**src/rgv_pkg.sv**
```systemverilog
package rgv_pkg;
  localparam int ADDR_W = 8;
  // register byte offsets
  localparam logic [7:0] OFF_CFG = 8'h08;
  localparam logic [7:0] OFF_PHC0 = 8'h0C;
  localparam logic [7:0] OFF_CTRL = 8'h20;
  localparam logic [7:0] OFF_STAT = 8'h24;
  // gain_limit_velocity_config fields
  localparam int HGL_LSB = 12;
  localparam int LGL_LSB = 8;
  localparam int VEL_LSB = 0;
  localparam logic [31:0] CFG_RST = 32'h0000_1901;
  localparam logic [31:0] CFG_WMASK = 32'h0000_FF07;
  // phase_compare_setting0 fields
  localparam int INTCLR_LSB = 24;
  localparam int IRS_BIT = 16;
  localparam logic [31:0] PHC0_RST = 32'h0000_0000;
  localparam logic [31:0] PHC0_WMASK = 32'h0001_0000;
  // control and status fields
  localparam int METHOD_BIT = 0;
  localparam int GAIN_INTEGRATOR_RESET_BIT = 1;
  localparam int ST_APPLIED_BIT = 0;
  localparam int ST_FREERUN_BIT = 1;
  localparam int ST_RES_LSB = 8;
  // converter clock the speed table refers to
  localparam int CONV_CLK_MHZ = 40;
  localparam logic [4:0] RES_BITS [0:7] = '{5'h0D, 5'h0C, 5'h0B, 5'h0A, 5'h10, 5'h0E, 5'h0C, 5'h0C};
  localparam logic [19:0] MAX_RPM [0:7] = '{20'h1D4C0, 20'h3A980, 20'h75300, 20'hEA600,
                                           20'h03A98, 20'h0EA60, 20'h3A980, 20'h3A980};

  typedef struct packed {
    logic psel;
    logic penable;
    logic pwrite;
    logic [ADDR_W-1:0] paddr;
    logic [31:0] pwdata;
    logic [3:0] pstrb;
  } rgv_apb_req_t;

  typedef struct packed {
    logic [3:0] high_gain_limit;
    logic [3:0] low_gain_limit;
    logic [2:0] velocity_select;
    logic [4:0] resolution_bits;
    logic [19:0] max_speed_rpm;
    logic gain_method;
    logic free_running;
    logic gain_integrator_reset;
    logic match_latch_select;
    logic [2:0] match_clear;
  } rgv_core_cfg_t;
endpackage : rgv_pkg

```
**src/rgv_config.sv**
```systemverilog
// Summary of operation
// - four-bit low gain limit at bits 11:8
// - four-bit high gain limit at bits 15:12
// - bits 7:3 reserved, read reset value
// - velocity select sets converter resolution
// - velocity select sets maximum tracking speed
// - unreset method change leaves angle free-running
// - phase compare register takes byte, half, word
//
// The register addresses and the APB register port were decided locally.
module rgv_config #(
  parameter int ADDR_W = rgv_pkg::ADDR_W
) (
  // clock and reset
  input wire logic ref_clk,
  input wire logic reset_n,
  // apb slave
  input wire rgv_pkg::rgv_apb_req_t apb_req,
  output logic [31:0] prdata,
  output logic pready,
  output logic pslverr,
  // converter core
  input wire logic [2:0] match_flags,
  output rgv_pkg::rgv_core_cfg_t core_cfg
);
  import rgv_pkg::*;

  generate
    if (ADDR_W < 6 || ADDR_W > 8) begin : g_bad_width
      $error("rgv_config: ADDR_W must be 6 to 8");
    end
  endgenerate

  logic [31:0] cfg_r, cfg_nxt;
  logic [31:0] phc0_r, phc0_nxt;
  logic [2:0] intclr_r, intclr_nxt;
  logic method_r, method_nxt;
  logic applied_r, applied_nxt;
  logic gain_integrator_reset_r, gain_integrator_reset_nxt;
  logic [31:0] prdata_r, prdata_nxt;
  logic pready_r, pready_nxt;
  logic pslverr_r, pslverr_nxt;
  rgv_core_cfg_t cfg_out_r, cfg_out_nxt;

  // reset image of the core word; all zeros would pair velocity 0 with resolution 0
  localparam rgv_core_cfg_t CORE_RST = '{
    high_gain_limit: CFG_RST[HGL_LSB +: 4],
    low_gain_limit: CFG_RST[LGL_LSB +: 4],
    velocity_select: CFG_RST[VEL_LSB +: 3],
    resolution_bits: RES_BITS[CFG_RST[VEL_LSB +: 3]],
    max_speed_rpm: MAX_RPM[CFG_RST[VEL_LSB +: 3]],
    default: '0
  };

  // decode; one wait state keeps every answer registered
  wire logic [7:0] addr = 8'(apb_req.paddr[ADDR_W-1:0]);
  wire logic access = apb_req.psel & apb_req.penable;
  wire logic sel_cfg = addr == OFF_CFG;
  wire logic sel_phc0 = addr == OFF_PHC0;
  wire logic sel_ctrl = addr == OFF_CTRL;
  wire logic sel_stat = addr == OFF_STAT;
  wire logic mapped = sel_cfg | sel_phc0 | sel_ctrl | sel_stat;
  wire logic wr_done = access & pready_r & apb_req.pwrite & mapped;
  wire logic [31:0] bmask = {{8{apb_req.pstrb[3]}}, {8{apb_req.pstrb[2]}},
                             {8{apb_req.pstrb[1]}}, {8{apb_req.pstrb[0]}}};
  // reserved bits never stored, so they always read back zero
  wire logic [31:0] cfg_wm = bmask & CFG_WMASK;
  wire logic [31:0] phc0_wm = bmask & PHC0_WMASK;
  wire logic [2:0] intclr_wr = apb_req.pwdata[INTCLR_LSB +: 3] & {3{apb_req.pstrb[3]}};

  assign cfg_nxt = (wr_done & sel_cfg) ? ((cfg_r & ~cfg_wm) | (apb_req.pwdata & cfg_wm)) : cfg_r;
  assign phc0_nxt = (wr_done & sel_phc0) ? ((phc0_r & ~phc0_wm) | (apb_req.pwdata & phc0_wm)) : phc0_r;
  // clear strobes last one cycle
  assign intclr_nxt = (wr_done & sel_phc0) ? intclr_wr : 3'h0;
  assign method_nxt = (wr_done & sel_ctrl & apb_req.pstrb[0]) ? apb_req.pwdata[METHOD_BIT] : method_r;
  assign gain_integrator_reset_nxt = wr_done & sel_ctrl & apb_req.pstrb[0] & apb_req.pwdata[GAIN_INTEGRATOR_RESET_BIT];
  // the new method reaches the core only through an integrator reset
  assign applied_nxt = gain_integrator_reset_r ? method_r : applied_r;

  wire logic [2:0] vel = cfg_r[VEL_LSB +: 3];
  wire logic [31:0] stat_word = {19'h0, RES_BITS[vel], 6'h0,
                                 method_r != applied_r, applied_r};
  wire logic [31:0] phc0_word = phc0_r | {5'h0, intclr_r, 21'h0, match_flags};
  wire logic [31:0] rd_mux = sel_cfg ? cfg_r :
                             sel_phc0 ? phc0_word :
                             sel_ctrl ? {30'h0, gain_integrator_reset_r, method_r} :
                             sel_stat ? stat_word : 32'h0000_0000;

  assign pready_nxt = access & ~pready_r;
  assign pslverr_nxt = access & ~pready_r & ~mapped;
  assign prdata_nxt = (access & ~pready_r & ~apb_req.pwrite) ? rd_mux : prdata_r;

  always_comb begin
    cfg_out_nxt = '0;
    cfg_out_nxt.high_gain_limit = cfg_r[HGL_LSB +: 4];
    cfg_out_nxt.low_gain_limit = cfg_r[LGL_LSB +: 4];
    cfg_out_nxt.velocity_select = vel;
    cfg_out_nxt.resolution_bits = RES_BITS[vel];
    cfg_out_nxt.max_speed_rpm = MAX_RPM[vel];
    cfg_out_nxt.gain_method = applied_r;
    cfg_out_nxt.free_running = method_r != applied_r;
    cfg_out_nxt.gain_integrator_reset = gain_integrator_reset_r;
    cfg_out_nxt.match_latch_select = phc0_r[IRS_BIT];
    cfg_out_nxt.match_clear = intclr_r;
  end

  // register file
  always_ff @(posedge ref_clk) begin
    if (!reset_n) begin
      cfg_r <= CFG_RST;
      phc0_r <= PHC0_RST;
      intclr_r <= 3'h0;
      method_r <= 1'b0;
      applied_r <= 1'b0;
      gain_integrator_reset_r <= 1'b0;
    end else begin
      cfg_r <= cfg_nxt;
      phc0_r <= phc0_nxt;
      intclr_r <= intclr_nxt;
      method_r <= method_nxt;
      applied_r <= applied_nxt;
      gain_integrator_reset_r <= gain_integrator_reset_nxt;
    end
  end

  // bus answer
  always_ff @(posedge ref_clk) begin
    if (!reset_n) begin
      prdata_r <= 32'h0000_0000;
      pready_r <= 1'b0;
      pslverr_r <= 1'b0;
    end else begin
      prdata_r <= prdata_nxt;
      pready_r <= pready_nxt;
      pslverr_r <= pslverr_nxt;
    end
  end

  // core word, one cycle behind the registers
  always_ff @(posedge ref_clk) begin
    if (!reset_n) begin
      cfg_out_r <= CORE_RST;
    end else begin
      cfg_out_r <= cfg_out_nxt;
    end
  end

  assign prdata = prdata_r;
  assign pready = pready_r;
  assign pslverr = pslverr_r;
  assign core_cfg = cfg_out_r;
endmodule : rgv_config

```
**config.mk**
```make
export PLATFORM = sky130hd
export DESIGN_NAME = rgv_config
export DESIGN_NICKNAME = d
export VERILOG_FILES = /design/src/rgv_pkg.sv /design/src/rgv_config.sv
export SDC_FILE = /design/constraint.sdc
export NUM_CORES = 1
export LEC_CHECK = 0
export BUFFER_PORTS_ARGS = -buffer_cell sky130_fd_sc_hd__buf_4
export CAP_MARGIN = 15
export CORE_ASPECT_RATIO = 0.8
export CORE_MARGIN = 2
export CORE_UTILIZATION = 45
export CTS_CLUSTER_SIZE = 28
export DETAILED_ROUTE_END_ITERATION = 7
export GPL_ROUTABILITY_DRIVEN = 0
export HOLD_SLACK_MARGIN = 0.05
export PLACE_DENSITY = 0.77
export SYNTH_ARGS = -nofsm -noshare
export SYNTH_HDL_FRONTEND = slang
export SYNTH_SLANG_ARGS = --single-unit
export TNS_END_PERCENT = 50
```
**constraint.sdc**
```tcl
create_clock -name ref_clk -period 1.7 [get_ports ref_clk]
set_clock_uncertainty 0.1 [all_clocks]
set_input_delay 0.255 -clock ref_clk [delete_from_list [all_inputs] [get_ports ref_clk]]
set_output_delay 0.255 -clock ref_clk [all_outputs]
set_load 0.01 [all_outputs]
```
==> metrics.yaml <==
grt_util_all_layers: 0.1951
routed-via-count: 2286
diode_insertion_count_for_antenna_repair: 0
maximum_number_of_pins_on_one_net_before_global_route_repair: 26
maxCapViolations: 0
ir_worst_vdd_uv: 547.9
final_hold_viol_count: 0
detail_route.iter0.violations: 92
floorplan.die.height_um: 74.95
initial_core_util: 0.4715
synth_enable_flop_cells: 0
path_depth_of_the_worst_reg2reg_path: 5
drt_drc_violations_left: 0
core_mm2: 0.006006
globalRoute.busiestLayer: "met2"
clk_path_buf_depth: 2
synth_cells: 286
yosysMostFrequentCell: "sky130_fd_sc_hd__dfxtp_1"
worst-r2r-setup-slack_ns: 0.15
boundaryPins: 129
critical_path_arrival_ns: 1.69
cts_inserted_buffers: 9
routedWlPerCell_um: 13.30
dp_hpwl_um: 4859
layout.nets: 455
max_clock_freq_ghz: 0.6454
syn_area_mm2: 0.002831
cellPowerDensity_mw_per_mm2: 813.5
drtAntennaViolNets: 0
postSynth.topFlopCell: "sky130_fd_sc_hd__dfxtp_1"
yosysUniqueCellTypes: 44
timing.critical_path.from_type: "register"
hold_path.class: "primary input to register"
worstPathRequired_ns: 1.84
timing.final.max_slew_violations: 0
synth_seq_cells: 73
syn_area_per_cell_um2: 9.900
synth_seq_area_share: 0.5161
postSynth.asyncResetShare: 0
routed_via_density: 4.733
timing.rr.start: "pready"
finalCriticalPeriod_ns: 1.549
globalRouteMet3Util: 0.08308
synthesis.yosys.warnings: 0
critPathLaunch: "pready"
wl_um: 6424
worst_skew_pair_latency_ns: 0.34
timing.final.setup_violations: 0
dieArea_mm2: 0.006947
area_growth_syn_to_layout_pct: 35.13
firstDrtPassIters: 4
port_buffers: 91
clkSlewWorstSetupHoldPaths_ns: 0.08
min_period_over_period: 0.9114
worst-path-max-fanout: 5
critical_path_class: "register to register"
site_rows: 25
number_of_antenna_violations_at_the_first_check_in_global_routing: 0
grt_pass1_vias: 2146
cts-resized-gates: 0
synth.area.top_cells: "sky130_fd_sc_hd__dfxtp_1 (52%), sky130_fd_sc_hd__buf_4 (6.1%), sky130_fd_sc_hd__mux2i_1 (4.2%)"
die_w_um: 92.69
grt_pass1_wl_um: 10240
synth_top_area_frac: 0.5161
drive_above_1_share: 0.3483
post-route-util: 0.6371
status: "complete, no violations"
gr-usage-met2: 0.3017
synth.top_cells.by_count: "sky130_fd_sc_hd__dfxtp_1 (73), sky130_fd_sc_hd__nand2_1 (31), sky130_fd_sc_hd__buf_4 (23)"
power.leakage_nw: 1.811
unrepaired_setup_endpoints_after_global_routing: "no"
postCtsSetupBuffers: 0
postCtsHoldBufs: 5
grt-ovfl-total: 0
finalSetupTns_ns: 0
htreeDepth: 3
tritoncts: "built"
synth.largest_area_cell: "sky130_fd_sc_hd__dfxtp_1"
clockRootBuffer: "sky130_fd_sc_hd__clkbuf_8"
grt.met1_usage: 0.2519
tritoncts_num_sinks: 73
setup.worst_path.end_class: "register"
==> critical path: stages, from the launching register on <==
cell                      delay, ns
sky130_fd_sc_hd__dfxtp_1       0.33
sky130_fd_sc_hd__nand4_1       0.19
sky130_fd_sc_hd__nor3_4        0.17
sky130_fd_sc_hd__and3_1        0.18
sky130_fd_sc_hd__buf_4         0.15
sky130_fd_sc_hd__mux2_2        0.33
==> stage by stage <==
step           instance area [µm²]  power, mW  setup WS [ns]  cells  hold slack, ns
3_3_place_gp                  3597      1.962        0.03915    462          0.3468
5_1_grt                       3826      3.268        0.04774    483         0.05068
4_1_cts                       3816      3.140         0.1353    482         0.05082
6_report                      3826      3.113         0.1507    483         0.06716
3_5_place_dp                  3597      1.966        0.02305    462          0.3491
2_1_floorplan                 2903      1.886        0.07435    305          0.2767
==> logic make-up (layout without fill, tap and decap cells) <==
group / count (synthesis) / in the layout / share of synthesized area
buffers and inverters: 47 / 144 / 0.09943
xor gates and xnor gates: 1 / 1 / 0.003094
and+or+nand+nor: 109 / 109 / 0.2201
adders and majority gates: 5 / 5 / 0.02209
other: 1 / 20 / 0.001324
DFF: 73 / 73 / 0.5161
muxes: 16 / 16 / 0.05965
AOI/OAI and AO/OA: 34 / 34 / 0.07822
==> layout by cell type (no fill, tap or decap), types with 2 or more instances in the layout <==
| cell | n |
|---|---|
| sky130_fd_sc_hd__a21oi_1 | 10 |
| sky130_fd_sc_hd__a221oi_1 | 3 |
| sky130_fd_sc_hd__a22oi_1 | 4 |
| sky130_fd_sc_hd__a2bb2oi_1 | 2 |
| sky130_fd_sc_hd__a32oi_1 | 2 |
| sky130_fd_sc_hd__and2_1 | 11 |
| sky130_fd_sc_hd__and3_1 | 4 |
| sky130_fd_sc_hd__and4_1 | 2 |
| sky130_fd_sc_hd__buf_4 | 110 |
| sky130_fd_sc_hd__clkbuf_8 | 10 |
| sky130_fd_sc_hd__clkinv_2 | 3 |
| sky130_fd_sc_hd__conb_1 | 20 |
| sky130_fd_sc_hd__dfxtp_1 | 73 |
| sky130_fd_sc_hd__dlygate4sd3_1 | 6 |
| sky130_fd_sc_hd__ha_1 | 5 |
| sky130_fd_sc_hd__inv_1 | 13 |
| sky130_fd_sc_hd__mux2_2 | 3 |
| sky130_fd_sc_hd__mux2i_1 | 12 |
| sky130_fd_sc_hd__nand2_1 | 31 |
| sky130_fd_sc_hd__nand2b_1 | 12 |
| sky130_fd_sc_hd__nand3_1 | 6 |
| sky130_fd_sc_hd__nand3b_1 | 2 |
| sky130_fd_sc_hd__nand4_1 | 3 |
| sky130_fd_sc_hd__nor2_1 | 16 |
| sky130_fd_sc_hd__nor2b_1 | 5 |
| sky130_fd_sc_hd__nor3_1 | 4 |
| sky130_fd_sc_hd__nor3_4 | 3 |
| sky130_fd_sc_hd__o21ai_0 | 8 |
| sky130_fd_sc_hd__or2_2 | 2 |
| sky130_fd_sc_hd__or4b_4 | 2 |
==> metal layers <==
metal	part of all wire	up-vias
li1	-	1142
met1	0.46	1046
met2	0.45	88
met3	0.075	10
met4	0.015	0
met5	0	-
==> final cells by class <==
type,count,area [µm²]
Multi-Input combinational cell,185,1160
Inverter,13,48.80
Clock buffer,10,137.6
Timing Repair Buffer,116,885.9
Fill cell,514,2180
Tap cell,81,101.3
Clock inverter,5,31.28
Sequential cell,73,1461
==> power by group <==
| part | internal, mW | leakage (nW) | switching (mW) |
|---|---|---|---|
| Clock | 0.558 | 0.0883 | 0.616 |
| Sequential | 1.72 | 0.589 | 0.00473 |
| Combinational | 0.106 | 1.13 | 0.111 |
| Total | 2.38 | 1.81 | 0.731 |
==> how the worst min path moves through the flow <==
stage	to	slack, ns	cells past startpoint	from
final	register	0.07	3	apb_req[13]
after global routing	register	0.05	3	apb_req[13]
after CTS	register	0.05	3	apb_req[14]
after detailed placement	prdata[15]	0.35	2	prdata[15]
after global placement	core_cfg[0]	0.35	1	intclr_r[0]
after floorplan	intclr_r[0]	0.28	1	apb_req[28]
(Power assumes the default switching activity.)
